## config.mk

```make
export PLATFORM = sky130hd
export DESIGN_NAME = rdtm_core
export DESIGN_NICKNAME = d
export VERILOG_FILES = /design/src/pkg/rdtm_pkg.sv /design/src/rtl/rdtm_core.sv
export SDC_FILE = /design/constraint.sdc
export NUM_CORES = 1
export LEC_CHECK = 0
export ABC_AREA = 1
export BUFFER_PORTS_ARGS = -buffer_cell sky130_fd_sc_hd__buf_2
export CAP_MARGIN = 20
export CORE_ASPECT_RATIO = 1.4
export CORE_MARGIN = 2
export CORE_UTILIZATION = 55
export CTS_CLUSTER_DIAMETER = 120
export DETAILED_ROUTE_END_ITERATION = 8
export HOLD_SLACK_MARGIN = 0.15
export PLACE_DENSITY = 0.85
export RECOVER_POWER = 50
export SLEW_MARGIN = 20
export SYNTH_ARGS = -nofsm -noshare
export SYNTH_HDL_FRONTEND = slang
export SYNTH_SLANG_ARGS = --single-unit
```

## constraint.sdc

```tcl
create_clock -name REF_CLK -period 5.6 [get_ports REF_CLK]
set_input_delay 0.84 -clock REF_CLK [delete_from_list [all_inputs] [get_ports REF_CLK]]
set_output_delay 0.84 -clock REF_CLK [all_outputs]
set_load 0.01 [all_outputs]
```

## src/pkg/rdtm_pkg.sv

```systemverilog
/*
  Shared constants and types of the remote diode temperature monitor core.
  Assumes one 200 MHz clock and temperatures in signed eighths of a degree.
*/
`default_nettype none
package rdtm_pkg;
  // ==========================================================
  // Clock and timing
  localparam int CLK_MHZ = 200;
  localparam int SMB_TIMEOUT_US = 25000;
  localparam int SMB_TIMEOUT_CYC = SMB_TIMEOUT_US * CLK_MHZ;
  localparam int PER_16HZ_US = 62500;
  localparam int PER_4HZ_US = 250000;
  localparam int PER_1HZ_US = 1000000;
  localparam int PER_0P4HZ_US = 2500000;
  localparam int PER_16HZ_CYC = PER_16HZ_US * CLK_MHZ;
  localparam int PER_4HZ_CYC = PER_4HZ_US * CLK_MHZ;
  localparam int PER_1HZ_CYC = PER_1HZ_US * CLK_MHZ;
  localparam int PER_0P4HZ_CYC = PER_0P4HZ_US * CLK_MHZ;
  // ==========================================================
  // Encodings and reset values
  localparam logic [1:0] RATE_0P4HZ = 2'h0;
  localparam logic [1:0] RATE_1HZ = 2'h1;
  localparam logic [1:0] RATE_4HZ = 2'h2;
  localparam logic [1:0] RATE_16HZ = 2'h3;
  localparam logic [1:0] ADDR_LOW = 2'h0;
  localparam logic [1:0] ADDR_MID = 2'h1;
  localparam logic [1:0] ADDR_HIGH = 2'h2;
  localparam logic [1:0] ADDR_SETTLE = 2'h3;
  localparam int FILT_SHIFT = 2;
  localparam logic [31:0] CNT_RST = 32'h0;
  localparam logic signed [12:0] TEMP_RST = 13'sh0;
  localparam logic signed [12:0] SGN_MIN = -13'sd1024;
  localparam logic signed [12:0] SGN_MAX = 13'sd1023;
  localparam logic signed [12:0] UNS_MAX = 13'sd2047;
  typedef enum logic [1:0] {SEQ_IDLE, SEQ_LOCAL, SEQ_REMOTE} rdtm_seq_t;
endpackage
`default_nettype wire

```

## src/rtl/rdtm_core.sv

```systemverilog
/*
  Digital core of a two channel temperature monitor: conversion sequencer,
  remote offset and filter, alarms with hysteresis, pin control, SMBus
  timeout watchdog. Assumes an ADC front end and settings logic on REF_CLK;
  pin inputs are asynchronous.
*/
`timescale 1ns/1ps
`default_nettype none
// Summary of operation
// - Local and remote channels are converted in turn, each result 11 bits.
// - Results are encoded signed -128..127.875 or unsigned 0..255.875.
// - Each alarm asserts while any unmasked channel exceeds its threshold.
// - Present levels of the critical output, and of the shared pin in overtemperature mode, are readable as status bits.
// - One hysteresis applies to all alarms; release needs temp below thr-hyst.
// - The remote result passes an optional filter; local is never filtered.
// - A programmable offset is added to the remote measurement.
// - Conversion interval is programmable from 16 Hz down to 0.4 Hz.
// - In standby a one-shot write runs exactly one conversion cycle.
// - After reset the shared pin is a three-level address select input.
// - Configured as overtemperature output, the shared pin is open drain low.
// - The critical alarm output is active low and open drain.
// - The serial interface abandons a transfer on SMBus clock timeout.
module rdtm_core #(
  parameter int PER_16HZ = rdtm_pkg::PER_16HZ_CYC,
  parameter int PER_4HZ = rdtm_pkg::PER_4HZ_CYC,
  parameter int PER_1HZ = rdtm_pkg::PER_1HZ_CYC,
  parameter int PER_0P4HZ = rdtm_pkg::PER_0P4HZ_CYC,
  parameter int SMB_TMO = rdtm_pkg::SMB_TIMEOUT_CYC
) (
  input wire logic REF_CLK,
  input wire logic RST_N,
  input wire logic STANDBY,
  input wire logic ONE_SHOT,
  input wire logic [1:0] CONV_RATE,
  input wire logic TEMP_FORMAT,
  input wire logic FILTER_EN,
  input wire logic signed [11:0] REMOTE_OFFSET,
  input wire logic signed [12:0] CRIT_THRESH_LOCAL,
  input wire logic signed [12:0] CRIT_THRESH_REMOTE,
  input wire logic signed [12:0] OS_THRESH_LOCAL,
  input wire logic signed [12:0] OS_THRESH_REMOTE,
  input wire logic [11:0] HYSTERESIS,
  input wire logic [1:0] CRIT_MASK,
  input wire logic [1:0] OS_MASK,
  input wire logic OS_PIN_MODE,
  input wire logic ADC_DONE,
  input wire logic signed [11:0] ADC_DATA,
  input wire logic ADC_DIODE_FAULT,
  input wire logic ADDR_SELECT_INPUT_HI,
  input wire logic ADDR_SELECT_INPUT_LO,
  input wire logic SMB_CLK_I,
  input wire logic SMB_DAT_DRIVE,
  output logic ADC_START,
  output logic ADC_REMOTE_SEL,
  output logic CONV_BUSY,
  output logic [10:0] LOCAL_TEMP,
  output logic [10:0] REMOTE_TEMP,
  output logic DIODE_FAULT,
  output logic CRIT_STATUS,
  output logic OS_STATUS,
  output logic CRITICAL_ALARM_N_O,
  output logic CRITICAL_ALARM_N_OE,
  output logic ALARM_OR_ADDR_SELECT_PIN_O,
  output logic ALARM_OR_ADDR_SELECT_PIN_OE,
  output logic [1:0] SLAVE_ADDR_SEL,
  output logic SMB_DAT_O,
  output logic SMB_DAT_OE,
  output logic SMB_TIMEOUT
);

  localparam logic signed [12:0] TEMP_RST = rdtm_pkg::TEMP_RST;

  // Clamp a temperature to the chosen output format
  function automatic logic [10:0] enc(input logic signed [12:0] t,
                                      input logic fmt);
    logic signed [12:0] c;
    c = t;
    if (fmt) begin
      if (t < TEMP_RST) c = TEMP_RST;
      if (t > rdtm_pkg::UNS_MAX) c = rdtm_pkg::UNS_MAX;
    end else begin
      if (t < rdtm_pkg::SGN_MIN) c = rdtm_pkg::SGN_MIN;
      if (t > rdtm_pkg::SGN_MAX) c = rdtm_pkg::SGN_MAX;
    end
    return c[10:0];
  endfunction

  // ==========================================================
  // Conversion sequencer
  rdtm_pkg::rdtm_seq_t seq_q, seq_d;
  logic [31:0] tmr_q, tmr_d, per;
  logic pend_q, pend_d, start_q, start_d, rsel_q, rsel_d, busy_q, busy_d;
  logic signed [12:0] loc_q, loc_d, rem_q, rem_d, rx;
  logic signed [13:0] fdiff;
  logic fv_q, fv_d, flt_q, flt_d;
  logic [10:0] lo_q, lo_d, ro_q, ro_d;

  // Interval select, timer, one-shot, sampling and encoding
  always_comb begin
    case (CONV_RATE)
      rdtm_pkg::RATE_16HZ: per = PER_16HZ;
      rdtm_pkg::RATE_4HZ: per = PER_4HZ;
      rdtm_pkg::RATE_1HZ: per = PER_1HZ;
      default: per = PER_0P4HZ;
    endcase
    seq_d = seq_q;
    start_d = 1'b0;
    rsel_d = rsel_q;
    loc_d = loc_q;
    rem_d = rem_q;
    fv_d = fv_q;
    flt_d = flt_q;
    tmr_d = (tmr_q >= per - 32'h1) ? rdtm_pkg::CNT_RST : tmr_q + 32'h1;
    // one-shot request held, new request wins over its consumption
    pend_d = STANDBY & (pend_q | ONE_SHOT);
    rx = 13'(ADC_DATA) + 13'(REMOTE_OFFSET);
    fdiff = 14'(rx) - 14'(rem_q);
    case (seq_q)
      rdtm_pkg::SEQ_IDLE: begin
        if ((!STANDBY && tmr_q >= per - 32'h1) || (STANDBY && pend_q)) begin
          seq_d = rdtm_pkg::SEQ_LOCAL;
          start_d = 1'b1;
          rsel_d = 1'b0;
          pend_d = ONE_SHOT & STANDBY;
        end
      end
      rdtm_pkg::SEQ_LOCAL: begin
        if (ADC_DONE) begin
          loc_d = 13'(ADC_DATA);
          seq_d = rdtm_pkg::SEQ_REMOTE;
          start_d = 1'b1;
          rsel_d = 1'b1;
        end
      end
      rdtm_pkg::SEQ_REMOTE: begin
        if (ADC_DONE) begin
          seq_d = rdtm_pkg::SEQ_IDLE;
          // diode fault keeps last good value
          flt_d = ADC_DIODE_FAULT;
          if (!ADC_DIODE_FAULT) begin
            // offset added; optional first order filter
            if (FILTER_EN && fv_q)
              rem_d = rem_q + 13'(fdiff >>> rdtm_pkg::FILT_SHIFT);
            else
              rem_d = rx;
            fv_d = 1'b1;
          end
        end
      end
      default: seq_d = rdtm_pkg::SEQ_IDLE;
    endcase
    busy_d = (seq_d != rdtm_pkg::SEQ_IDLE);
    lo_d = enc(loc_d, TEMP_FORMAT);
    ro_d = enc(rem_d, TEMP_FORMAT);
  end

  // Sequencer registers
  always_ff @(posedge REF_CLK) begin
    if (!RST_N) begin
      seq_q <= rdtm_pkg::SEQ_IDLE;
      tmr_q <= rdtm_pkg::CNT_RST;
      pend_q <= 1'b0;
      start_q <= 1'b0;
      rsel_q <= 1'b0;
      busy_q <= 1'b0;
      loc_q <= TEMP_RST;
      rem_q <= TEMP_RST;
      fv_q <= 1'b0;
      flt_q <= 1'b0;
      lo_q <= 11'h0;
      ro_q <= 11'h0;
    end else begin
      seq_q <= seq_d;
      tmr_q <= tmr_d;
      pend_q <= pend_d;
      start_q <= start_d;
      rsel_q <= rsel_d;
      busy_q <= busy_d;
      loc_q <= loc_d;
      rem_q <= rem_d;
      fv_q <= fv_d;
      flt_q <= flt_d;
      lo_q <= lo_d;
      ro_q <= ro_d;
    end
  end
  assign ADC_START = start_q;
  assign ADC_REMOTE_SEL = rsel_q;
  assign CONV_BUSY = busy_q;
  assign LOCAL_TEMP = lo_q;
  assign REMOTE_TEMP = ro_q;
  assign DIODE_FAULT = flt_q;

  // ==========================================================
  // Alarm flags: entry 0/1 overtemp local/remote, 2/3 critical
  logic [3:0] alm_q;
  logic signed [12:0] thr [4];
  assign thr[0] = OS_THRESH_LOCAL;
  assign thr[1] = OS_THRESH_REMOTE;
  assign thr[2] = CRIT_THRESH_LOCAL;
  assign thr[3] = CRIT_THRESH_REMOTE;

  for (genvar i = 0; i < 4; i++) begin : g_alm
    logic alm_d;
    logic signed [13:0] t, th, tr;
    assign t = (i % 2 == 1) ? 14'(rem_q) : 14'(loc_q);
    assign th = t + 14'($signed({1'b0, HYSTERESIS}));
    assign tr = 14'(thr[i]);
    // set above threshold; release below threshold minus hysteresis
    always_comb begin
      alm_d = alm_q[i] ? !(th < tr) : (t > tr);
    end
    always_ff @(posedge REF_CLK) begin
      if (!RST_N) alm_q[i] <= 1'b0;
      else alm_q[i] <= alm_d;
    end

  end

  // ==========================================================
  // Alarm pins, address select capture
  logic crit_any, os_any, crit_q, os_q, oe_os_q, low_q;
  logic [1:0] hi_s_q, lo_s_q, acnt_q, acnt_d, addr_q, addr_d;
  assign crit_any = |(alm_q[3:2] & ~CRIT_MASK);
  assign os_any = |(alm_q[1:0] & ~OS_MASK);

  // Address sampled once after synchronisers settle
  always_comb begin
    acnt_d = acnt_q;
    addr_d = addr_q;
    if (acnt_q != rdtm_pkg::ADDR_SETTLE) begin
      acnt_d = acnt_q + 2'h1;
      // three-level select from the pin comparators
      if (acnt_d == rdtm_pkg::ADDR_SETTLE)
        addr_d = hi_s_q[1] ? rdtm_pkg::ADDR_HIGH :
                 lo_s_q[1] ? rdtm_pkg::ADDR_LOW : rdtm_pkg::ADDR_MID;
    end
  end

  // Pin registers
  always_ff @(posedge REF_CLK) begin
    if (!RST_N) begin
      crit_q <= 1'b0;
      os_q <= 1'b0;
      oe_os_q <= 1'b0;
      low_q <= 1'b0;
      hi_s_q <= 2'h0;
      lo_s_q <= 2'h0;
      acnt_q <= 2'h0;
      addr_q <= rdtm_pkg::ADDR_MID;
    end else begin
      crit_q <= crit_any;
      os_q <= os_any;
      oe_os_q <= OS_PIN_MODE & os_any;
      low_q <= 1'b0;
      hi_s_q <= {hi_s_q[0], ADDR_SELECT_INPUT_HI};
      lo_s_q <= {lo_s_q[0], ADDR_SELECT_INPUT_LO};
      acnt_q <= acnt_d;
      addr_q <= addr_d;
    end
  end
  // critical pin pulled low while alarm; status mirrors pins, the shared pin only in overtemperature mode
  assign CRITICAL_ALARM_N_O = low_q;
  assign CRITICAL_ALARM_N_OE = crit_q;
  assign CRIT_STATUS = crit_q;
  assign OS_STATUS = os_q;
  // shared pin driven low only in overtemperature mode
  assign ALARM_OR_ADDR_SELECT_PIN_O = low_q;
  assign ALARM_OR_ADDR_SELECT_PIN_OE = oe_os_q;
  assign SLAVE_ADDR_SEL = addr_q;

  // ==========================================================
  // SMBus clock low timeout watchdog
  logic [1:0] sck_q;
  logic [31:0] low_cnt_q, low_cnt_d;
  logic hold_q, hold_d, tmo_q, tmo_d, doe_q, doe_d;
  // clock held low too long abandons the transfer
  always_comb begin
    low_cnt_d = sck_q[1] ? rdtm_pkg::CNT_RST :
                (low_cnt_q < SMB_TMO ? low_cnt_q + 32'h1 : low_cnt_q);
    tmo_d = !sck_q[1] && (low_cnt_q == SMB_TMO - 1);
    hold_d = !sck_q[1] && (hold_q || tmo_d);
    doe_d = SMB_DAT_DRIVE && !hold_d;
  end
  always_ff @(posedge REF_CLK) begin
    if (!RST_N) begin
      sck_q <= 2'h3;
      low_cnt_q <= rdtm_pkg::CNT_RST;
      hold_q <= 1'b0;
      tmo_q <= 1'b0;
      doe_q <= 1'b0;
    end else begin
      sck_q <= {sck_q[0], SMB_CLK_I};
      low_cnt_q <= low_cnt_d;
      hold_q <= hold_d;
      tmo_q <= tmo_d;
      doe_q <= doe_d;
    end
  end
  assign SMB_DAT_O = low_q;
  assign SMB_DAT_OE = doe_q;
  assign SMB_TIMEOUT = tmo_q;
endmodule
`default_nettype wire

```

==> results by group, run 1 <==
Worst setup path
  • CP max stage cell: fa_1
  • Worst Path Required: around 6000 ps
  • Crit-path max cell delay: 420 ps
  • Type of the worst setup path: primary input to flop
  • Peak fanout along the critical path: 8
  • CP arrival: 5500 ps
  • CP dominant cell by count: nand2_1
  • Reg2Reg Setup Slack: about 1400 ps
  • Crit. End Element: flop
  • Setup crit start kind: primary input

STA
  • Fin crit period: 5150 ps
  • Setup tns final: 0 ps
  • Clock Skew: 13.0 ps
  • Setup ws final: 446 ps
  • Rel. slew slack: 0.345
  • Slew at the pin closest to its max-slew limit: 973 ps
  • Period utilization: 0.920
  • RSZ-0062 raised after global routing: no
  • Slew Viols, Final: 0
  • Final setup viols: 0
  • Fin. Hold Viols: 0
  • Peak Freq: 0.194 GHz

Drt
  • Drt first-iter violations: 958
  • Detail Route Antenna Nets: 0
  • Number of remaining DRC errors: 0
  • Via count: 12400
  • Drt pass-1 iters: 8
  • Vias/cell: 5.56
  • Drt wl/cell: 15.7 µm
  • Routed Wire Length: 35.0 mm

CTS
  • Clock transition at path regs: roughly 60 ps
  • Clock buffer depth: 2
  • Hold buffers post-CTS: 0
  • TritonCTS Buffers: 17
  • CTS tree: built
  • Root Driver: clkbuf_16
  • H-Tree Depth: 4
  • Clock latency on the worst-skew pair: roughly 430 ps
  • # clock sinks: 140

Layout
  • Multi-input logic area: around 8200 µm²
  • Fin nets: approximately 2200
  • Filler Cell Count: 2088
  • Layout area overhead: 12.7%
  • Seq. cell area: 2800 µm²
  • Layout cells sized above 1: 0.0997

Floorplanning
  • Chip Height: 180 µm
  • Starting density of the core: 0.560
  • Core area: between 20000 and 25000 µm²
  • Die area: 23400 µm²
  • Die X: around 130 µm
  • I/O pins: 144
  • Rows: 64

Synthesis
  • Avg Synthesized Cell Area: roughly 6.8 µm²
  • Number of synthesized flops with an enable pin: 0
  • Cell Area, Synth: 12200 µm²
  • Warnings, synthesis: 0
  • FF+latch count, synth: between 100 and 150
  • Count of different cell masters after synthesis: between 50 and 60
  • Fraction of registers with async set/reset: 0
  • Seq/Total Area, Yosys: 0.230
  • Synth Flop Type: dfxtp_1
  • Post-synthesis cell count: 1786

Placement
  • PortBufs: 140
  • Pre-CTS setup slack: -63.4 ps
  • GP Congestion: 0.946
  • Hpwl dp: 28.4 mm

Global route
  • First-pass GRT wire length: 56.0 mm
  • Vias in the first global route: 12000
  • Gr usage total: 0.299
  • Initial antenna violation count: 2
  • GR Overflow Total: 0
  • Most Used Layer, Global Route: met2
  • Largest net degree at the start of global routing: 67
  • Met2 Usage GRT: 0.533
  • M1 GR Usage: 0.326
  • Met3 usage: 0.0457

Pwr
  • Peak supply drop: around 0.00021 V
  • Pwr per Cell Area: around 220 nW/µm²
  • Leak Pwr: 6.75 nW

Hold path
  • Hold/Removal Path Class: flop to flop

Job
  • Max-cap check violation count: 0

Status
  • Status: finished clean
## per-stage QoR
stage	power [W]	cells	cell area, µm²	hold WS (ps)	utilization
3_5_place_dp	0.00196	2199	13200	404	0.605
3_3_place_gp	0.00193	2199	13200	400	0.605
2_1_floorplan	0.00171	1791	12200	390	-
6_report	0.00309	2234	13700	415	0.631
5_1_grt	0.00326	2234	13700	422	0.631
4_1_cts	0.00309	2231	13800	419	0.632
## worst max-delay path: cells and delay by family
family,cells,cell delay [ps]
buffers and inverters,7,470
adder cells (fa/ha/maj),4,1240
AO/OA/AOI/OAI,7,1180
AND/OR/NAND/NOR,13,1380
XOR/XNOR,2,390
## path summary, 6_finish.rpt
path	startpoint	end	cells past startpoint
setup / recovery	ADC_DATA[0]	REMOTE_TEMP[8]	33
hold / removal	sck_q[0]	sck_q[1]	1
setup reg to reg	rem_q[2]	REMOTE_TEMP[8]	25
hold reg to reg	sck_q[0]	sck_q[1]	1
## logic make-up (layout without fill, tap and decap cells)
kind of cell,count (synthesis),count (layout),share of synthesized area
buf+inv,318,462,0.101
fa+ha+maj,200,200,0.208
compound gates,282,282,0.132
simple gates,785,785,0.287
xor+xnor,59,59,0.0424
flops,140,140,0.230
mux,1,1,0.000821
other cells,1,8,0.000307
## placed cells by master, fill, tap and decap left out, drive strengths merged, types with 9 or more instances in the layout
cell / instances
buf: 113
inv: 289
o21ai: 64
nand4: 40
xnor2: 22
nor4: 14
nand3: 94
nor3: 47
dfxtp: 140
a21oi: 153
nor3b: 9
xor2: 37
a221oi: 11
nand2: 377
nor2: 173
clkbuf: 53
or2: 17
ha: 196
## cells in the mapped netlist (2+ instances only)
library cell | n | area, µm²
o2111ai_1 | 8 | 70.1
a211oi_1 | 6 | 45.0
a21o_1 | 3 | 22.5
o21ai_0 | 62 | 310
nand4_2 | 3 | 37.5
ha_1 | 196 | 2450
nor2_1 | 166 | 623
nor4_1 | 14 | 87.6
nand3_1 | 91 | 455
clkbuf_1 | 22 | 82.6
or2_0 | 3 | 18.8
inv_2 | 5 | 18.8
a41oi_1 | 3 | 26.3
and2_1 | 4 | 25.0
nand4_1 | 37 | 231
nor3b_1 | 9 | 67.6
o211ai_1 | 5 | 37.5
a221oi_1 | 11 | 96.3
inv_1 | 275 | 1030
nand3_2 | 3 | 30.0
dfxtp_1 | 140 | 2800
xnor2_1 | 22 | 193
o31ai_1 | 6 | 45.0
nand2_2 | 6 | 37.5
o22ai_1 | 3 | 18.8
nor2_4 | 2 | 22.5
nor3_2 | 5 | 50.1
nor2_2 | 5 | 31.3
o21bai_1 | 4 | 30.0
nand3b_1 | 2 | 15.0
or2_2 | 14 | 87.6
o221ai_1 | 4 | 35.0
o21a_1 | 4 | 30.0
nor3_1 | 41 | 205
buf_2 | 8 | 40.0
a31oi_1 | 6 | 37.5
a31o_2 | 2 | 17.5
nand2_1 | 371 | 1390
nor4b_1 | 3 | 26.3
a21oi_1 | 152 | 761
or3_1 | 3 | 18.8
fa_1 | 4 | 80.1
buf_4 | 5 | 37.5
xor2_1 | 37 | 324
## state kept, by name, summed over array words and instances, names as in the netlist, 2 cells and up
signal and cells:
lo_s_q 2, REMOTE_TEMP 11, SLAVE_ADDR_SEL 2, LOCAL_TEMP 11, alm_q 4, seq_q 2, rem_q 13, sck_q 2
loc_q 13, acnt_q 2, tmr_q 32, low_cnt_q 32, hi_s_q 2
## where the power goes
part | internal (W) | total (W) | switching [W]
clock | 0.000635 | 0.00113 | 0.000493
sequential | 0.00103 | 0.00106 | 0.0000285
combinational | 0.000337 | 0.000898 | 0.000562
## repair_timing
item,4_1_cts,5_1_grt
gates resized for setup,0,3
buffers inserted,0,1
endpoints found under the setup margin,0,10
## area by class of cell
type / instances / area share
antenna: 2 / 0.000364
clock buffer: 17 / 0.0310
clock inverter: 15 / 0.0121
inverter: 281 / 0.0768
multi-input combinational: 1333 / 0.596
sequential: 140 / 0.204
tap: 297 / 0.0270
timing repair buffer: 149 / 0.0526
## routing by layer
layer | vias to the layer above | routed length, µm
li1 | 6201 | -
met1 | 5623 | 13400
met2 | 451 | 17300
met3 | 143 | 1970
met4 | 0 | 2340
met5 | - | 0
(Power assumes the default switching activity.)
==> run 2, diff against run 1 <==
--- a/config.mk
+++ b/config.mk
@@ -11,6 +11,7 @@
 export CORE_ASPECT_RATIO = 1.4
 export CORE_MARGIN = 2
 export CORE_UTILIZATION = 55
+export CTS_BUF_LIST = sky130_fd_sc_hd__clkbuf_8
 export CTS_CLUSTER_DIAMETER = 120
 export DETAILED_ROUTE_END_ITERATION = 8
 export HOLD_SLACK_MARGIN = 0.15
==> run 2 against run 1 <==
  * Clock skew rose by 4.9 ps
  * Die area is the same
  * Cell area shrank 1.4%
  * Routed wire length fell by 2.1%
  * Critical endpoint unchanged
==> results by group, run 2 (synthesis gave the netlist of run 1 again) <==
Drt
  • Drt first-iter violations: 801
  • Number of remaining DRC errors: 0
  • Via count: 12400
  • Detail Route Antenna Nets: 0
  • Routed Wire Length: ~34 mm
  • Drt wl/cell: 15.3 µm
  • Vias/cell: between 5 and 6
  • Drt pass-1 iters: 6

Pwr
  • Peak supply drop: 0.000153 V
  • Seq pwr share: 0.381
  • Comb pwr share: 0.322
  • Sw frac: 0.373
  • Internal power: 0.00174 W
  • P_sw: 0.00104 W
  • Pwr per Cell Area: 205 nW/µm²
  • Clock network fraction of total power: 0.297
  • Leak Pwr: 6.67 nW
  • Total Power: 0.00278 W

CTS
  • Clock buffer depth: 2
  • CTS tree: built
  • H-Tree Depth: 4
  • Clock latency on the worst-skew pair: 460 ps
  • TritonCTS Buffers: 17
  • Root Driver: clkbuf_8
  • Hold buffers post-CTS: 0
  • Clock transition at path regs: 90 ps
  • # clock sinks: 140

Floorplanning
  • Core area: 21800 µm²
  • Die area: 23400 µm²
  • Starting density of the core: 0.560
  • Rows: 64
  • Chip Height: ~180 µm
  • Die X: 130 µm
  • I/O pins: 144

STA
  • WHS: 422 ps
  • Slew Viols, Final: 0
  • Period utilization: 0.919
  • Fin crit period: 5150 ps
  • Peak Freq: 0.194 GHz
  • Final setup viols: 0
  • Slew at the pin closest to its max-slew limit: 1020 ps
  • Clock Skew: 17.9 ps
  • Fin. Hold Viols: 0
  • RSZ-0062 raised after global routing: no
  • Rel. slew slack: 0.315

Layout
  • Fin nets: 2229
  • Top Registers: low_cnt_q x32, tmr_q x32
  • Layout area overhead: 11.1%
  • Most common cell after layout, fill and taps aside: nand2_1
  • Most frequent cells in the layout: 371 x nand2_1, 275 x inv_1, 196 x ha_1
  • Layout cells sized above 1: 0.0992

Worst setup path
  • Reg2reg start: rem_q[2]
  • CP max stage cell: fa_1
  • Buf/Inv on CP: 7
  • Worst Path Required: 5980 ps
  • CP arrival: 5530 ps
  • Setup crit start kind: primary input
  • Crit-path max cell delay: 420 ps
  • CP dominant cell by count: nand2_1
  • Reg2reg end: REMOTE_TEMP[8]
  • Peak fanout along the critical path: 8
  • Reg2Reg Setup Slack: 1390 ps
  • Type of the worst setup path: primary input to flop
  • Crit. End Element: flop
  • Worst Reg2Reg Path Length in Cells: 25
  • Crit path max-delay family: simple AND/OR/NAND/NOR gates

Global route
  • Initial antenna violation count: 2
  • Largest net degree at the start of global routing: 67
  • GR Overflow Total: 0
  • First-pass GRT wire length: 55.2 mm
  • Vias in the first global route: 12000
  • Gr usage total: 0.293

Placement
  • PortBufs: 140
  • GP Congestion: 0.946
  • Hpwl dp: 28.4 mm

Job
  • Max-cap check violation count: 0

Hold path
  • WHS Path Cells: 2
  • HP Start: hi_s_q[0]
  • Hold/Removal Path Class: flop to flop
  • WHS Endpoint: hi_s_q[1]

Status
  • Status: finished clean
==> run 2: timing repair <==
| item | CTS | global route |
|---|---|---|
| setup endpoints to repair | 0 | 10 |
| endpoints found under the hold margin | 0 | 0 |
| gates resized for setup | 0 | 2 |
| buffers inserted | 0 | 1 |
==> run 2: routing by layer <==
| metal | track usage | up-vias | part of all wire |
|---|---|---|---|
| met5 | 0 | - | 0 |
| met4 | 0.181 | 0 | 0.066 |
| met3 | 0.0365 | 140 | 0.048 |
| met2 | 0.524 | 435 | 0.49 |
| met1 | 0.321 | 5602 | 0.39 |
| li1 | - | 6202 | - |
==> run 2: power groups by stage <==
| stage | Clock [W] | Combinational (W) | Sequential [W] |
|---|---|---|---|
| 2_1_floorplan | 0 | 0.000630 | 0.00108 |
| 3_5_place_dp | 0 | 0.000879 | 0.00108 |
| 4_1_cts | 0.000841 | 0.000886 | 0.00106 |
| 6_report | 0.000826 | 0.000893 | 0.00106 |
| 5_1_grt | 0.000881 | 0.00101 | 0.00106 |
| 3_3_place_gp | 0 | 0.000854 | 0.00108 |
==> run 2: how the worst max path moves through the flow <==
stage	startpoint	end	slack (ps)	depth (start not counted)
after detailed placement	ADC_DATA[0]	REMOTE_TEMP[5]	-60	32
after global routing	ADC_DATA[0]	REMOTE_TEMP[4]	6	31
final	ADC_DATA[0]	REMOTE_TEMP[8]	450	33
after CTS	ADC_DATA[0]	REMOTE_TEMP[8]	400	34
after floorplan	REMOTE_OFFSET[0]	REMOTE_TEMP[3]	560	30
after global placement	ADC_DATA[0]	REMOTE_TEMP[9]	190	32
==> run 2: final cells by class <==
type | count | area (µm²)
clock buffers | 17 | 234
multi-input cells | 1333 | 8190
flip-flops and latches | 140 | 2800
diodes | 2 | 5.00
well taps | 297 | 372
clock inverters | 15 | 166
inverters | 281 | 1050
repair buffers | 149 | 723
fillers | 2118 | 8240
==> run 2: worst reg2reg max path: stages, from the launching register on <==
cell and delay, ps:
dfxtp_1 580, inv_1 110, ha_1 370, nand2_1 90
nand2_1 60, nand2_1 70, nand3_2 120, a21oi_1 210
o21ai_1 140, a21oi_1 220, inv_1 60, a21oi_1 160
xor2_1 240, ha_1 310, a21o_1 190, a31oi_1 190
nand2_1 80, nand2_1 60, nand3_1 60, nand3_1 110
nand2_1 100, nand2_1 110, nand4_2 210, nand2_1 120
inv_1 40, a21oi_1 120
==> run 2: metrics by stage <==
stage                     setup TNS, ps   util  cell area (µm²)  setup slack, ps  cells
after floorplan                       0      -            12200              559   1791
after global placement                0  0.605            13200              194   2199
after detailed placement           -393  0.605            13200            -63.4   2199
after CTS                             0  0.623            13600              403   2231
after global routing                  0  0.622            13500             5.81   2234
final                                 0  0.622            13500              452   2234
==> run 3, diff against run 2 <==
--- a/config.mk
+++ b/config.mk
@@ -15,8 +15,9 @@
 export CTS_CLUSTER_DIAMETER = 120
 export DETAILED_ROUTE_END_ITERATION = 8
 export HOLD_SLACK_MARGIN = 0.15
-export PLACE_DENSITY = 0.85
+export PLACE_DENSITY = 0.76
 export RECOVER_POWER = 50
+export SKIP_LAST_GASP = 1
 export SLEW_MARGIN = 20
 export SYNTH_ARGS = -nofsm -noshare
 export SYNTH_HDL_FRONTEND = slang
==> run 3 against run 2 <==
  * Clock power is 0.8% lower
  * Cell area is 0.19% higher
  * Sequential power hardly changed
  * Global-route usage is 0.35 points lower
  * Non-clock buffer count is 2 higher
  * Critical path type unchanged
  * Via count is 1.5% lower
  * Worst setup slack better by 83 ps
  * Register-to-register slack better by 20 ps
  * Die area stayed put
  * Routed wire length is 1.9% lower
  * Final cell count stayed put
  * Maximum frequency is 1.6% higher
==> results by group, run 3 (synthesis gave the netlist of run 1 again) <==
Worst setup path
  • Crit path max-delay family: simple AND/OR/NAND/NOR gates
  • Reg2Reg Setup Slack: 1410 ps
  • Crit. End Element: flop
  • Crit path from: ADC_DATA[0]
  • Worst Path Required: around 6000 ps
  • Buf/Inv on CP: 7
  • Crit-path max cell delay: 420 ps
  • Worst Reg2Reg Path Length in Cells: 26
  • Peak fanout along the critical path: 13
  • Reg2reg end: REMOTE_TEMP[4]
  • CP arrival: 5440 ps
  • Reg2reg start: rem_q[4]
  • Setup crit start kind: primary input
  • CP max stage cell: fa_1
  • Type of the worst setup path: primary input to flop
  • CP dominant cell by count: nand2_1

STA
  • Fin. Hold Viols: 0
  • Rel. slew slack: 0.357
  • Final setup viols: 0
  • Setup ws final: between 500 and 600 ps
  • Fin crit period: just over 5000 ps
  • RSZ-0062 raised after global routing: no
  • Clock Skew: 15.7 ps
  • Peak Freq: around 0.20 GHz
  • Period utilization: 0.904
  • Slew Viols, Final: 0
  • Slew at the pin closest to its max-slew limit: 955 ps

Global route
  • First-pass GRT wire length: 54.7 mm
  • Vias in the first global route: 11800
  • Largest net degree at the start of global routing: 67
  • Gr usage total: 0.289
  • GR Overflow Total: 0
  • Initial antenna violation count: 1

Placement
  • Pre-CTS setup slack: -142 ps
  • Hpwl dp: 27.8 mm
  • DP Area: ~13000 µm²
  • PortBufs: 140
  • GP Congestion: 0.999

Layout
  • Most common cell after layout, fill and taps aside: nand2_1
  • Most frequent cells in the layout: 371 x nand2_1, 275 x inv_1, 196 x ha_1
  • Layout area overhead: 11.3%
  • Fin nets: 2231
  • Layout cells sized above 1: 0.101
  • # diodes: 0
  • Filler Cell Count: 2101
  • Top Registers: low_cnt_q x32, tmr_q x32
  • Design area: 13600 µm²

Drt
  • Drt wl/cell: 15.0 µm
  • Routed Wire Length: 33.6 mm
  • Detail Route Antenna Nets: 0
  • Via count: 12200
  • Vias/cell: between 5 and 6
  • Number of remaining DRC errors: 0
  • Drt pass-1 iters: 6
  • Drt first-iter violations: 682

Pwr
  • Pwr per Cell Area: slightly above 200 nW/µm²
  • Leak Pwr: between 6 and 7 nW
  • Peak supply drop: 0.000123 V

CTS
  • TritonCTS Buffers: 17
  • Clock buffer depth: 2
  • Root Driver: clkbuf_8
  • Clock transition at path regs: 90 ps
  • Hold buffers post-CTS: 0
  • H-Tree Depth: 4
  • Setup Buffers After CTS: 0
  • CTS tree: built
  • # clock sinks: 140
  • Clock latency on the worst-skew pair: 440 ps

Floorplanning
  • Core area: 21800 µm²
  • Rows: 64
  • Chip Height: 180 µm
  • Die X: ~130 µm
  • Starting density of the core: 0.560
  • I/O pins: 144
  • Die area: between 20000 and 25000 µm²

Job
  • Max-cap check violation count: 0

Hold path
  • WHS Endpoint: sck_q[1]
  • Hold/Removal Path Class: flop to flop
  • WHS Path Cells: 1
  • HP Start: sck_q[0]

Status
  • Status: finished clean
## run 3: cell type report
class / count / area (µm²) / area share
clock inverters: 14 / 151 / 0.0112
inverters: 281 / 1050 / 0.0777
well taps: 297 / 372 / 0.0274
clock buffers: 18 / 248 / 0.0183
flip-flops and latches: 140 / 2800 / 0.207
multi-input cells: 1333 / 8210 / 0.605
repair buffers: 151 / 734 / 0.0541
## run 3: worst register-to-register path, stage by stage, from the launching register on
cell     delay, ps
dfxtp_1        610
inv_1          130
ha_1           360
nand2_1        100
inv_1           40
nand2_1         80
nand3_2        140
a21oi_2        230
o21ai_1        140
a21oi_2        180
inv_1           50
a21oi_1        160
xor2_1         220
ha_1           290
nand2_1        100
nor2_1          60
nor2_1          80
nand2_1         50
a21oi_1        170
inv_1           60
nand2_1         60
nand3_1        100
nand2_4        200
nand3_2        130
nand2_4        150
nand2_1         80
a21oi_1        140
## run 3: through the flow
stage	hold slack, ps	TNS (ps)	power (W)	utilization	std cells
after floorplan	390	0	0.00171	-	1791
after global placement	397	0	0.00194	0.606	2202
after detailed placement	401	-1030	0.00196	0.606	2202
after CTS	423	0	0.00278	0.624	2234
after global routing	450	0	0.00295	0.623	2234
final	422	0	0.00277	0.623	2234
## run 3: how the worst max path moves through the flow
stage	slack, ps	endpoint	depth (start not counted)
final	530	REMOTE_TEMP[4]	34
after global routing	70	REMOTE_TEMP[3]	34
after CTS	310	REMOTE_TEMP[9]	34
after detailed placement	-140	REMOTE_TEMP[9]	34
after global placement	9	REMOTE_TEMP[9]	32
after floorplan	560	REMOTE_TEMP[3]	30
## run 3: power breakdown
group	switching, W	internal, W
sequential	0.0000248	0.00103
clock	0.000436	0.000383
combinational	0.000561	0.000334
total	0.00102	0.00175
## run 3: per-layer routing
| layer | global-route usage | share of wire |
|---|---|---|
| met3 | 0.0327 | 0.041 |
| met4 | 0.139 | 0.052 |
| met2 | 0.529 | 0.50 |
| met5 | 0 | 0 |
| met1 | 0.326 | 0.40 |
## run 3: repair_timing
item	in CTS	in global routing
gates resized for setup	0	6
setup endpoints to repair	0	11
hold endpoints to repair	0	0
